$ cat src/core/dtp_regs.svh
// Register addresses, field positions, reset values and prescaler counts for the dual timer
`ifndef DTP_REGS_SVH
`define DTP_REGS_SVH

// Register addresses on the special-function port
`define DTP_ADDR_RUN_FLAGS   8'h88
`define DTP_ADDR_MODE_CONFIG 8'h89
`define DTP_ADDR_FIRST_LOW   8'h8a
`define DTP_ADDR_SECOND_LOW  8'h8b
`define DTP_ADDR_FIRST_HIGH  8'h8c
`define DTP_ADDR_SECOND_HIGH 8'h8d
`define DTP_ADDR_CLOCK_SEL   8'h8e

// Clock select fields
`define DTP_CS_THIRD_HIGH    6
`define DTP_CS_THIRD_LOW     5
`define DTP_CS_SECOND        4
`define DTP_CS_FIRST         3
`define DTP_CS_DIV_HI        1
`define DTP_CS_DIV_LO        0
`define DTP_CS_WRITE_MASK    8'h7b

// Run and flag fields
`define DTP_RF_SECOND_FLAG   7
`define DTP_RF_SECOND_RUN    6
`define DTP_RF_FIRST_FLAG    5
`define DTP_RF_FIRST_RUN     4

// Mode config fields
`define DTP_MC_SECOND_GATE   7
`define DTP_MC_SECOND_CNT    6
`define DTP_MC_FIRST_GATE    3
`define DTP_MC_FIRST_CNT     2

// Reset values
`define DTP_RST_CLOCK_SEL    8'h00
`define DTP_RST_MODE_CONFIG  8'h00
`define DTP_RST_BYTE         8'h00

// Prescaler division counts
`define DTP_DIV_BY_12        6'd12
`define DTP_DIV_BY_4         6'd4
`define DTP_DIV_BY_48        6'd48
`define DTP_DIV_EXT_BY_8     6'd8

`endif

$ cat src/core/dtp_pkg.sv
// Types shared by the dual timer modules
package dtp_pkg;

	// One-hot decode of a two-bit timer mode field
	typedef enum logic [3:0] {
		DTP_MODE_13BIT  = 4'b0001,
		DTP_MODE_16BIT  = 4'b0010,
		DTP_MODE_RELOAD = 4'b0100,
		DTP_MODE_SPLIT  = 4'b1000
	} dtp_mode_e;

	// Prescaler divide choice
	typedef logic [1:0] dtp_div_t;

endpackage : dtp_pkg

$ cat src/core/dtp_sync.sv
// Three-stage pin synchroniser with agreement filter
`timescale 1ns/10ps
module dtp_sync #(
	parameter int W = 5
) (
	input  wire logic         clk_sys_i,   // System clock
	input  wire logic         reset_n_i,   // Async reset, active low
	input  wire logic         ce_i,        // Clock enable
	input  wire logic [W-1:0] pin_i,       // Raw pin levels
	output logic      [W-1:0] level_o      // Filtered levels
);

	logic [W-1:0] s1_r;
	logic [W-1:0] s2_r;
	logic [W-1:0] s3_r;
	logic [W-1:0] level_nxt;

	// A bit only changes once stages two and three agree, rejecting one-cycle glitches
	assign level_nxt = (~(s2_r ^ s3_r) & s3_r) | ((s2_r ^ s3_r) & level_o);

	// Stage one feeds only stage two
	always_ff @(posedge clk_sys_i or negedge reset_n_i) begin
		if (!reset_n_i) begin
			s1_r    <= '0;
			s2_r    <= '0;
			s3_r    <= '0;
			level_o <= '0;
		end else if (ce_i) begin
			s1_r    <= pin_i;
			s2_r    <= s1_r;
			s3_r    <= s2_r;
			level_o <= level_nxt;
		end
	end

endmodule : dtp_sync

$ cat src/core/dtp_prescaler.sv
// Shared timer prescaler: system clock by 12, 4, 48 or external clock by 8
`timescale 1ns/10ps
`include "dtp_regs.svh"
module dtp_prescaler (
	input  wire logic            clk_sys_i,   // System clock
	input  wire logic            reset_n_i,   // Async reset, active low
	input  wire logic            ce_i,        // Clock enable
	input  wire dtp_pkg::dtp_div_t div_sel_i, // Divide choice
	input  wire logic            ext_rise_i,  // Synchronised external clock rising edge
	output logic                 tick_o       // One-cycle prescaled tick
);

	logic [5:0] cnt_r;
	logic [5:0] limit;
	logic       step;
	logic       wrap;

	// Division count and count condition per choice
	assign limit = (div_sel_i == 2'b00) ? `DTP_DIV_BY_12 :
	               (div_sel_i == 2'b01) ? `DTP_DIV_BY_4  :
	               (div_sel_i == 2'b10) ? `DTP_DIV_BY_48 : `DTP_DIV_EXT_BY_8;
	assign step  = (div_sel_i == 2'b11) ? ext_rise_i : 1'b1;
	// Counting past the limit after a choice change wraps at once, no long stall
	assign wrap  = step && (cnt_r >= limit - 6'd1);

	// Divider counter and tick
	always_ff @(posedge clk_sys_i or negedge reset_n_i) begin
		if (!reset_n_i) begin
			cnt_r  <= 6'h00;
			tick_o <= 1'b0;
		end else if (ce_i) begin
			cnt_r  <= wrap ? 6'h00 : (step ? cnt_r + 6'd1 : cnt_r);
			tick_o <= wrap;
		end
	end

	a_div4_spacing: assert property (@(posedge clk_sys_i) disable iff (!reset_n_i)
		(ce_i && tick_o && div_sel_i == 2'b01 && cnt_r == 6'h00) ##1 (ce_i && div_sel_i == 2'b01)[*3]
		|=> tick_o)
		else $error("divide-by-4 tick spacing wrong");

endmodule : dtp_prescaler

$ cat src/core/dtp_timer.sv
// Dual counter/timer with shared prescaler and clock-select register
//
// How it works
// - Clock-select bits seven and two read zero and ignore writes.
// - Prescaler: /12, /4, /48 of system clock, or external clock /8.
// - Second timer clock bit: 0 prescaled, 1 system; ignored when counting pins.
// - First timer clock bit: 0 prescaled, 1 system; ignored when counting pins.
// - Third timer split high byte: system clock if select set, else its own choice.
// - Third timer low clock: system clock if select set, else its own choice.
// - Each general timer holds sixteen bits as separate low and high bytes.
// - Thirteen-bit mode: high byte upper eight, low byte bits four..zero.
// - Thirteen-bit wrap from 1fff to 0 sets the overflow flag.
// - Counter select set: count falling edges on the count pin.
// - Count only if run set and gate clear or gate input active.
// - Setting run keeps the count; software preloads it.
// - Second timer mirrors the first with its own bits and inputs.
// - Sixteen-bit mode counts all bits, gated like thirteen-bit mode.
// - Reload mode: low byte wraps to high byte value, flag set.
// - Split mode: first low byte is a full timer with first controls.
// - Split mode: first high byte times, runs on second run bit, sets second flag.
// - While split, second timer never counts pins nor sets its flag; pulse stays.
// - Second timer in mode three stops; while split it runs in modes 0-2.
// - Mode field: 00 13-bit, 01 16-bit, 10 reload, 11 split or inactive.
// - Overflow flag set by hardware, cleared by software or interrupt vectoring.
`timescale 1ns/10ps
`include "dtp_regs.svh"
module dtp_timer (
	input  wire logic       clk_sys_i,             // System clock, 100 MHz
	input  wire logic       reset_n_i,             // Async reset, active low
	input  wire logic       ce_i,                  // Clock enable, freezes all state
	input  wire logic [7:0] sfr_addr_i,            // Register address
	input  wire logic       sfr_wr_i,              // Register write strobe
	input  wire logic       sfr_rd_i,              // Register read strobe
	input  wire logic [7:0] sfr_wdata_i,           // Register write data
	output logic      [7:0] sfr_rdata_o,           // Register read data, one cycle after strobe
	input  wire logic       first_count_pin_i,     // First timer count pin
	input  wire logic       second_count_pin_i,    // Second timer count pin
	input  wire logic       first_gate_input_i,    // First gate pin
	input  wire logic       second_gate_input_i,   // Second gate pin
	input  wire logic       ext_clock_pin_i,       // External clock for the prescaler
	input  wire logic       first_gate_polarity_i, // 1: first gate active high
	input  wire logic       second_gate_polarity_i,// 1: second gate active high
	input  wire logic       first_vector_ack_i,    // Processor vectors to first timer interrupt
	input  wire logic       second_vector_ack_i,   // Processor vectors to second timer interrupt
	input  wire logic       first_interrupt_enable_i,  // First timer interrupt enable
	input  wire logic       second_interrupt_enable_i, // Second timer interrupt enable
	input  wire logic       third_ext_tick_i,      // Tick of third timer's own external choice
	output logic            first_irq_o,           // First timer interrupt request
	output logic            second_irq_o,          // Second timer interrupt request
	output logic            first_overflow_flag_o, // First overflow flag
	output logic            second_overflow_flag_o,// Second overflow flag
	output logic            second_ovf_pulse_o,    // Second timer overflow pulse for baud and ADC
	output logic            third_low_tick_o,      // Third timer low byte count tick
	output logic            third_high_tick_o      // Third timer high byte count tick
);

	logic [7:0] clock_sel_r;
	logic [7:0] mode_cfg_r;
	logic       first_run_r;
	logic       second_run_r;
	logic       first_flag_r;
	logic       second_flag_r;
	logic [7:0] first_low_r;
	logic [7:0] first_high_r;
	logic [7:0] second_low_r;
	logic [7:0] second_high_r;
	logic [4:0] lvl;
	logic [4:0] prev_r;
	logic       presc_tick;

	// Count one step of a timer pair; returns {overflow, high, low}
	function automatic logic [16:0] step_pair(input logic [1:0] m, input logic [7:0] hi,
	                                          input logic [7:0] lo, input logic inc);
		dtp_pkg::dtp_mode_e me;
		logic [12:0] c13;
		logic [15:0] c16;
		me  = dtp_pkg::dtp_mode_e'(4'b0001 << m);
		c13 = {hi, lo[4:0]} + 13'd1;
		c16 = {hi, lo} + 16'd1;
		step_pair = {1'b0, hi, lo};
		if (inc) begin
			unique case (me)
				dtp_pkg::DTP_MODE_13BIT:  step_pair = {&{hi, lo[4:0]}, c13[12:5], lo[7:5], c13[4:0]};
				dtp_pkg::DTP_MODE_16BIT:  step_pair = {&{hi, lo}, c16};
				dtp_pkg::DTP_MODE_RELOAD: step_pair = (&lo) ? {1'b1, hi, hi} : {1'b0, hi, lo + 8'd1};
				dtp_pkg::DTP_MODE_SPLIT:  step_pair = {&lo, hi, lo + 8'd1};
			endcase
		end
	endfunction : step_pair

	// Timer clock: pin edges when counting, else system clock or prescaled tick
	function automatic logic pick_tick(input logic cnt_sel, input logic sys_sel,
	                                   input logic fall, input logic presc);
		pick_tick = cnt_sel ? fall : (sys_sel ? 1'b1 : presc);
	endfunction : pick_tick

	// Gate passes when unused or when the gate pin matches its active polarity
	function automatic logic gate_ok(input logic gate, input logic pin, input logic pol);
		gate_ok = !gate || (pin == pol);
	endfunction : gate_ok

	// Pin synchronisers; order is count0, count1, first_gate_input_i, second_gate_input_i, external clock
	dtp_sync #(.W(5)) u_sync (
		.clk_sys_i (clk_sys_i),
		.reset_n_i (reset_n_i),
		.ce_i      (ce_i),
		.pin_i     ({ext_clock_pin_i, second_gate_input_i, first_gate_input_i,
		              second_count_pin_i, first_count_pin_i}),
		.level_o   (lvl)
	);

	// Shared prescaler
	dtp_prescaler u_presc (
		.clk_sys_i  (clk_sys_i),
		.reset_n_i  (reset_n_i),
		.ce_i       (ce_i),
		.div_sel_i  (clock_sel_r[`DTP_CS_DIV_HI:`DTP_CS_DIV_LO]),
		.ext_rise_i (lvl[4] && !prev_r[4]),
		.tick_o     (presc_tick)
	);

	// Register decode
	wire hit_cs  = sfr_addr_i == `DTP_ADDR_CLOCK_SEL;
	wire hit_rf  = sfr_addr_i == `DTP_ADDR_RUN_FLAGS;
	wire hit_mc  = sfr_addr_i == `DTP_ADDR_MODE_CONFIG;
	wire hit_l0  = sfr_addr_i == `DTP_ADDR_FIRST_LOW;
	wire hit_h0  = sfr_addr_i == `DTP_ADDR_FIRST_HIGH;
	wire hit_l1  = sfr_addr_i == `DTP_ADDR_SECOND_LOW;
	wire hit_h1  = sfr_addr_i == `DTP_ADDR_SECOND_HIGH;
	wire wr_rf   = sfr_wr_i && hit_rf;
	wire wr_l0   = sfr_wr_i && hit_l0;
	wire wr_h0   = sfr_wr_i && hit_h0;
	wire wr_l1   = sfr_wr_i && hit_l1;
	wire wr_h1   = sfr_wr_i && hit_h1;

	// Mode fields
	wire [1:0] mode0 = mode_cfg_r[1:0];
	wire [1:0] mode1 = mode_cfg_r[5:4];
	wire       cnt0  = mode_cfg_r[`DTP_MC_FIRST_CNT];
	wire       cnt1  = mode_cfg_r[`DTP_MC_SECOND_CNT];
	wire       first_gate_bit = mode_cfg_r[`DTP_MC_FIRST_GATE];
	wire       second_gate_bit = mode_cfg_r[`DTP_MC_SECOND_GATE];
	wire       split = mode0 == 2'b11;

	// Falling edges from consecutive synchronised samples
	wire fall0 = prev_r[0] && !lvl[0];
	wire fall1 = prev_r[1] && !lvl[1];

	// Clock selection per counter
	wire tick0  = pick_tick(cnt0, clock_sel_r[`DTP_CS_FIRST], fall0, presc_tick);
	wire tick0h = clock_sel_r[`DTP_CS_FIRST] ? 1'b1 : presc_tick;
	// While split the second timer loses its pin clock
	wire tick1  = pick_tick(cnt1 && !split, clock_sel_r[`DTP_CS_SECOND], fall1, presc_tick);

	// Enables; split mode hands second timer run control to its mode field
	wire en0  = first_run_r && gate_ok(first_gate_bit, lvl[2], first_gate_polarity_i);
	wire en1n = second_run_r && gate_ok(second_gate_bit, lvl[3], second_gate_polarity_i);
	wire en1  = (mode1 != 2'b11) && (split || en1n);
	wire inc0  = en0 && tick0;
	wire inc0h = split && second_run_r && tick0h;
	wire inc1  = en1 && tick1;

	// Next counter values
	wire [16:0] s0 = step_pair(mode0, first_high_r, first_low_r, inc0);
	wire [16:0] s1 = step_pair(mode1, second_high_r, second_low_r, inc1);
	wire        th0_wrap = inc0h && (&first_high_r);
	wire        ovf0 = s0[16];
	wire        ovf1 = s1[16];
	wire        set_tf1 = split ? th0_wrap : ovf1;

	wire [7:0] first_low_nxt   = wr_l0 ? sfr_wdata_i : s0[7:0];
	wire [7:0] first_high_nxt  = wr_h0 ? sfr_wdata_i : (inc0h ? first_high_r + 8'd1 : s0[15:8]);
	wire [7:0] second_low_nxt  = wr_l1 ? sfr_wdata_i : s1[7:0];
	wire [7:0] second_high_nxt = wr_h1 ? sfr_wdata_i : s1[15:8];

	// Flags: a hardware set beats a software write or a vector clear in the same cycle
	wire first_flag_nxt  = ovf0 || (wr_rf ? sfr_wdata_i[`DTP_RF_FIRST_FLAG] :
	                                (!first_vector_ack_i && first_flag_r));
	wire second_flag_nxt = set_tf1 || (wr_rf ? sfr_wdata_i[`DTP_RF_SECOND_FLAG] :
	                                   (!second_vector_ack_i && second_flag_r));

	// Read mux; unmapped addresses read zero
	wire [7:0] rdata_nxt =
		hit_cs ? clock_sel_r :
		hit_rf ? {second_flag_r, second_run_r, first_flag_r, first_run_r, 4'h0} :
		hit_mc ? mode_cfg_r :
		hit_l0 ? first_low_r :
		hit_h0 ? first_high_r :
		hit_l1 ? second_low_r :
		hit_h1 ? second_high_r : 8'h00;

	// Configuration registers; reserved clock-select bits never store
	always_ff @(posedge clk_sys_i or negedge reset_n_i) begin
		if (!reset_n_i) begin
			clock_sel_r  <= `DTP_RST_CLOCK_SEL;
			mode_cfg_r   <= `DTP_RST_MODE_CONFIG;
			first_run_r  <= 1'b0;
			second_run_r <= 1'b0;
		end else if (ce_i) begin
			if (sfr_wr_i && hit_cs) clock_sel_r <= sfr_wdata_i & `DTP_CS_WRITE_MASK;
			if (sfr_wr_i && hit_mc) mode_cfg_r <= sfr_wdata_i;
			if (wr_rf) begin
				first_run_r  <= sfr_wdata_i[`DTP_RF_FIRST_RUN];
				second_run_r <= sfr_wdata_i[`DTP_RF_SECOND_RUN];
			end
		end
	end

	// Counters, flags, pulse, edge history and read data
	always_ff @(posedge clk_sys_i or negedge reset_n_i) begin
		if (!reset_n_i) begin
			first_low_r        <= `DTP_RST_BYTE;
			first_high_r       <= `DTP_RST_BYTE;
			second_low_r       <= `DTP_RST_BYTE;
			second_high_r      <= `DTP_RST_BYTE;
			first_flag_r       <= 1'b0;
			second_flag_r      <= 1'b0;
			second_ovf_pulse_o <= 1'b0;
			prev_r             <= 5'h00;
			sfr_rdata_o        <= 8'h00;
		end else if (ce_i) begin
			first_low_r        <= first_low_nxt;
			first_high_r       <= first_high_nxt;
			second_low_r       <= second_low_nxt;
			second_high_r      <= second_high_nxt;
			first_flag_r       <= first_flag_nxt;
			second_flag_r      <= second_flag_nxt;
			second_ovf_pulse_o <= ovf1;
			prev_r             <= lvl;
			if (sfr_rd_i) sfr_rdata_o <= rdata_nxt;
		end
	end

	// Flag outputs and interrupt requests
	assign first_overflow_flag_o  = first_flag_r;
	assign second_overflow_flag_o = second_flag_r;
	assign first_irq_o            = first_flag_r && first_interrupt_enable_i;
	assign second_irq_o           = second_flag_r && second_interrupt_enable_i;

	// Third timer clock choice; high select only matters in its split mode
	assign third_low_tick_o  = clock_sel_r[`DTP_CS_THIRD_LOW] ? 1'b1 : third_ext_tick_i;
	assign third_high_tick_o = clock_sel_r[`DTP_CS_THIRD_HIGH] ? 1'b1 : third_ext_tick_i;

	a_cs_reserved_zero: assert property (@(posedge clk_sys_i) disable iff (!reset_n_i)
		ce_i && sfr_wr_i && hit_cs |=> clock_sel_r[7] == 1'b0 && clock_sel_r[2] == 1'b0 &&
		clock_sel_r[6:3] == $past(sfr_wdata_i[6:3]))
		else $error("clock select reserved bits not zero");

	a_wrap_13bit_flag: assert property (@(posedge clk_sys_i) disable iff (!reset_n_i)
		ce_i && mode0 == 2'b00 && inc0 && first_high_r == 8'hff && first_low_r[4:0] == 5'h1f
		&& !wr_l0 && !wr_h0 |=> first_flag_r && first_high_r == 8'h00 && first_low_r[4:0] == 5'h00)
		else $error("13-bit wrap did not flag or clear");

	a_wrap_16bit_flag: assert property (@(posedge clk_sys_i) disable iff (!reset_n_i)
		ce_i && mode1 == 2'b01 && inc1 && !split && {second_high_r, second_low_r} == 16'hffff
		&& !wr_l1 && !wr_h1 |=> second_flag_r && {second_high_r, second_low_r} == 16'h0000)
		else $error("16-bit wrap did not flag");

	a_reload_on_wrap: assert property (@(posedge clk_sys_i) disable iff (!reset_n_i)
		ce_i && mode0 == 2'b10 && inc0 && first_low_r == 8'hff && !wr_l0 && !wr_h0
		|=> first_low_r == $past(first_high_r) && first_high_r == $past(first_high_r) && first_flag_r)
		else $error("reload mode did not reload");

	a_hold_when_off: assert property (@(posedge clk_sys_i) disable iff (!reset_n_i)
		ce_i && !en0 && !split && !wr_l0 && !wr_h0 |=> $stable(first_low_r) && $stable(first_high_r))
		else $error("disabled timer changed");

	a_run_keeps_count: assert property (@(posedge clk_sys_i) disable iff (!reset_n_i)
		ce_i && wr_rf && sfr_wdata_i[`DTP_RF_FIRST_RUN] && !first_run_r && !split && !wr_l0 && !wr_h0
		|=> first_low_r == $past(first_low_r) && first_high_r == $past(first_high_r))
		else $error("setting run altered count");

	a_pin_edge_count: assert property (@(posedge clk_sys_i) disable iff (!reset_n_i)
		ce_i && mode0 == 2'b01 && cnt0 && en0 && fall0 && !wr_l0 && !wr_h0
		&& {first_high_r, first_low_r} != 16'hffff
		|=> {first_high_r, first_low_r} == $past({first_high_r, first_low_r}) + 16'd1)
		else $error("falling pin edge not counted");

	a_mode3_stops: assert property (@(posedge clk_sys_i) disable iff (!reset_n_i)
		ce_i && mode1 == 2'b11 && !wr_l1 && !wr_h1 |=> $stable({second_high_r, second_low_r}))
		else $error("second timer counted in mode 3");

	a_split_no_flag: assert property (@(posedge clk_sys_i) disable iff (!reset_n_i)
		ce_i && split && !th0_wrap && !wr_rf && !second_flag_r |=> !second_flag_r)
		else $error("second flag set by second timer while split");

	a_vector_clears: assert property (@(posedge clk_sys_i) disable iff (!reset_n_i)
		ce_i && first_vector_ack_i && !ovf0 && !wr_rf |=> !first_flag_r)
		else $error("vector did not clear first flag");

	a_presc_step_first: assert property (@(posedge clk_sys_i) disable iff (!reset_n_i)
		ce_i && mode0 == 2'b01 && !cnt0 && !clock_sel_r[`DTP_CS_FIRST] && en0 && presc_tick
		&& !wr_l0 && !wr_h0 && {first_high_r, first_low_r} != 16'hffff
		|=> {first_high_r, first_low_r} == $past({first_high_r, first_low_r}) + 16'd1)
		else $error("first timer missed a prescaled tick");

	a_presc_step_second: assert property (@(posedge clk_sys_i) disable iff (!reset_n_i)
		ce_i && mode1 == 2'b01 && !cnt1 && !split && !clock_sel_r[`DTP_CS_SECOND] && en1 && presc_tick
		&& !wr_l1 && !wr_h1 && {second_high_r, second_low_r} != 16'hffff
		|=> {second_high_r, second_low_r} == $past({second_high_r, second_low_r}) + 16'd1)
		else $error("second timer missed a prescaled tick");

endmodule : dtp_timer

$ cat config.mk
export PLATFORM = sky130hd
export DESIGN_NAME = dtp_timer
export DESIGN_NICKNAME = d
export VERILOG_FILES = /design/src/core/dtp_pkg.sv /design/src/core/dtp_sync.sv /design/src/core/dtp_prescaler.sv /design/src/core/dtp_timer.sv
export VERILOG_INCLUDE_DIRS = /design/src /design/src/core
export SDC_FILE = /design/constraint.sdc
export NUM_CORES = 1
export LEC_CHECK = 0
export ABC_AREA = 1
export BUFFER_PORTS_ARGS = -buffer_cell sky130_fd_sc_hd__buf_2
export CAP_MARGIN = 0
export CORE_MARGIN = 10
export CORE_UTILIZATION = 38
export CTS_CLUSTER_DIAMETER = 30
export DETAILED_ROUTE_END_ITERATION = 10
export PLACE_DENSITY = 0.53
export SYNTH_ARGS = -nofsm -noshare
export SYNTH_HDL_FRONTEND = slang
export SYNTH_SLANG_ARGS = --single-unit
$ cat constraint.sdc
create_clock -name clk_sys_i -period 2.7 [get_ports clk_sys_i]
set_clock_uncertainty 0.05 [all_clocks]
set_input_delay 0.27 -clock clk_sys_i [delete_from_list [all_inputs] [get_ports clk_sys_i]]
set_output_delay 0.27 -clock clk_sys_i [all_outputs]
set_load 0.005 [all_outputs]
==> out/metrics.csv <==
stage;metric;value;unit
yosys;synth.largest_area_cell;dfrtp_1;
sta;period_needed;2.061;ns
clock_network;root_buffer;clkbuf_16;
cells_and_area;nNetsFinal;1112;
clock_network;cts_resized;0;
sta;final.period_utilization;76.32;%
place;dp_cells;1279;
floorplan;core_area;16760;µm²
yosys;synth_area_leaders;dfrtp_1 (34%), nand2_1 (20%), inv_1 (6.6%), nor2_1 (6.5%), o21ai_0 (5.8%);
cells_and_area;fillers;1792;
floorplan;rows;47;
critical_path;rrSetupSlack;0.64;ns
global_route;grt_max_degree;38;
yosys;ys_types;43;
cells_and_area;antenna_cells;0;
hold_path;hold_path.class;primary input to flip-flop;
drt;vias;6538;
sta;max_slew.worst_pin.slew;0.6195;ns
critical_path;worst-endpoint-arrival;2.30;ns
pwr;ir_drop;0.3034;mV
place;place.gp.congestion;0.9559;
drt;drt_iter0_drc;533;
floorplan;start_util;39.16;%
global_route;antenna_found_initial;0;
cells_and_area;seq_area;2227;µm²
global_route;grt_usage;19.66;%
clock_network;worstSkewPairLatency;0.37;ns
yosys;synth_warnings;0;
yosys;synth_edf_count;0;
yosys;synth_fp_nets;1065;
clock_network;cts_tree;done;
clock_network;cts_buffers;9;
clock_network;htree_levels;3;
yosys;ys.flop_type;dfrtp_1;
yosys;synth.most_common_cell;nand2_1;
yosys;postSynthCellCount;1024;
job;drv_cap;0;
sta;setup_viol;0;
pwr;power_density;493.4;nW/µm²
sta;finalHoldViolations;0;
critical_path;setup.worst_path.end_class;flip-flop;
critical_path;critPathMaxFanout;10;
cells_and_area;final_cells;1296;
clock_network;clockBufferDepth;2;
drt;avgRoutedWirePerCell;16.78;µm
global_route;grt_pass1_vias;6447;
drt;drc;0;
sta;drv_slew;0;
yosys;async_flop_share;100.0;%
global_route;grt_pass1_wl;35170;µm
drt;ant_nets;0;
yosys;synth_top_area_share;33.94;%
sta;slew_headroom;58.55;%
cells_and_area;multi_input_area;3739;µm²
clock_network;numClockSinks;89;
sta;rsz0062_at_grt;no;
floorplan;fp.dieH;151.4;µm
clock_network;cts.clk_slew.worst_paths;0.08;ns
critical_path;cp-start-kind;flip-flop;
yosys;syn_avg_cell_area;6.409;µm²
sta;tns;0;ns
floorplan;chipWidth;151.4;µm
place;portBuffers;47;
clock_network;post-cts-setup-buffers;0;
pwr;p_leak;3.857;nW
yosys;ys_ff_latch;89;
drt;dr.pass1.iters;7;
place;place_ws;0.6774;ns
critical_path;worstPathRequired;2.94;ns
floorplan;ios;48;
cells_and_area;area_growth;11.65;%
global_route;overflow;0;
run_status;status;finished, final reports clean;
drt;via_per_inst;5.045;
cells_and_area;drive_gt1_share;11.99;%
floorplan;die_area;22930;µm²
yosys;synth_area;6563;µm²
critical_path;critPathKind;flip-flop to flip-flop;
yosys;synthTopCellsByCount;nand2_1 (357), inv_1 (116), nor2_1 (113);
yosys;seq_area_frac_synth;33.94;%
sta;fin_ws;0.6392;ns
sta;fmax;485.3;MHz
place;dpl.hpwl;16440;µm
drt;wirelength;21740;µm
==> cells in the final DEF, fill, tap and decap left out, drive strengths merged, types with 3 or more instances in the layout <==
| cell type | count |
|---|---|
| nand3 | 80 |
| nor3 | 7 |
| or2 | 4 |
| a21oi | 43 |
| o21ai | 94 |
| xor2 | 5 |
| o211ai | 5 |
| ha | 8 |
| o22ai | 5 |
| nor2 | 129 |
| xnor2 | 3 |
| dfrtp | 89 |
| inv | 130 |
| clkinv | 5 |
| nand2 | 376 |
| buf | 55 |
| nand4 | 18 |
| clkbuf | 9 |
==> metrics by stage <==
step                utilization [%]  hold slack, ns  total power, W  area, µm²
finish                        43.72         0.05987        0.003615       7327
global route                  43.72         0.09557        0.003852       7327
detailed placement            41.96          0.2572        0.002373       7033
floorplan                         -        -0.07559        0.002099       6563
CTS                           43.72         0.04677        0.003660       7327
global placement              41.96          0.2494        0.002377       7033
==> logic make-up (layout without fill, tap and decap cells) <==
| logic type | after synthesis | in the layout | share of synthesized area, % |
|---|---|---|---|
| AND/OR/NAND/NOR | 617 | 617 | 41.93 |
| other | 1 | 1 | 0.05714 |
| XOR/XNOR | 8 | 8 | 1.068 |
| AO/OA/AOI/OAI | 153 | 153 | 12.39 |
| buffers and inverters | 148 | 200 | 9.094 |
| flip-flops | 89 | 89 | 33.94 |
| adder cells (fa/ha/maj) | 8 | 8 | 1.525 |
==> path summary, 6_finish.rpt <==
path | from | endpoint | cells past startpoint
setup / recovery | second_low_r[0] | second_overflow_flag_o | 9
hold / removal | ext_clock_pin_i | u_sync.s1_r[4] | 3
setup reg to reg | second_low_r[0] | second_overflow_flag_o | 9
hold reg to reg | u_sync.s3_r[4] | u_sync.s3_r[4] | 2
max in group asynchronous | reset_n_i | first_high_r[1] | 3
min in group asynchronous | reset_n_i | second_low_r[1] | 2
==> layout make-up <==
cell class / count / area share [%]
Clock buffer: 9 / 3.074
Inverter: 128 / 6.574
Sequential cell: 89 / 30.40
Clock inverter: 7 / 0.8026
Multi-Input combinational cell: 787 / 51.02
Tap cell: 220 / 3.757
Timing Repair Buffer: 56 / 4.372
==> critical path, cell delays in order (launching register included) <==
cell     delay [ns]
dfrtp_1        0.48
ha_1           0.32
inv_1          0.14
nor2_8         0.21
nand3_4        0.14
nand2_1        0.12
nand3_1        0.08
nor2_1         0.17
nand3_1        0.12
a21oi_1        0.13
==> sequential cells by signal, indices dropped and copies added, names as in the netlist, named ones only <==
name	cells
second_run_r	1
prev_r	3
first_high_r	8
mode_cfg_r	8
sfr_rdata_o	8
second_overflow_flag_o	1
u_presc.tick_o	1
second_low_r	8
first_overflow_flag_o	1
first_low_r	8
u_sync.s2_r	5
u_presc.cnt_r	6
second_high_r	8
first_run_r	1
second_ovf_pulse_o	1
clock_sel_r	6
u_sync.s1_r	5
u_sync.s3_r	5
==> metal layers <==
| layer | GRT usage, % | vias up | routed length (µm) |
|---|---|---|---|
| li1 | - | 3361 | - |
| met1 | 25.68 | 2935 | 9908 |
| met2 | 31.60 | 211 | 9988 |
| met3 | 4.177 | 31 | 1377 |
| met4 | 6.400 | 0 | 467 |
| met5 | 0 | - | 0 |
==> what timing repair did <==
item,in CTS,in global routing
endpoints found under the hold margin,34,0
setup endpoints to repair,0,0
hold buffers,1,0
==> report_power, final <==
group / internal, W / switching (W) / total (W)
sequential: 0.00148 / 0.000193 / 0.00168
clock: 0.000645 / 0.000619 / 0.00126
combinational: 0.000239 / 0.000435 / 0.000673
Power figures use the tool's default switching activity.
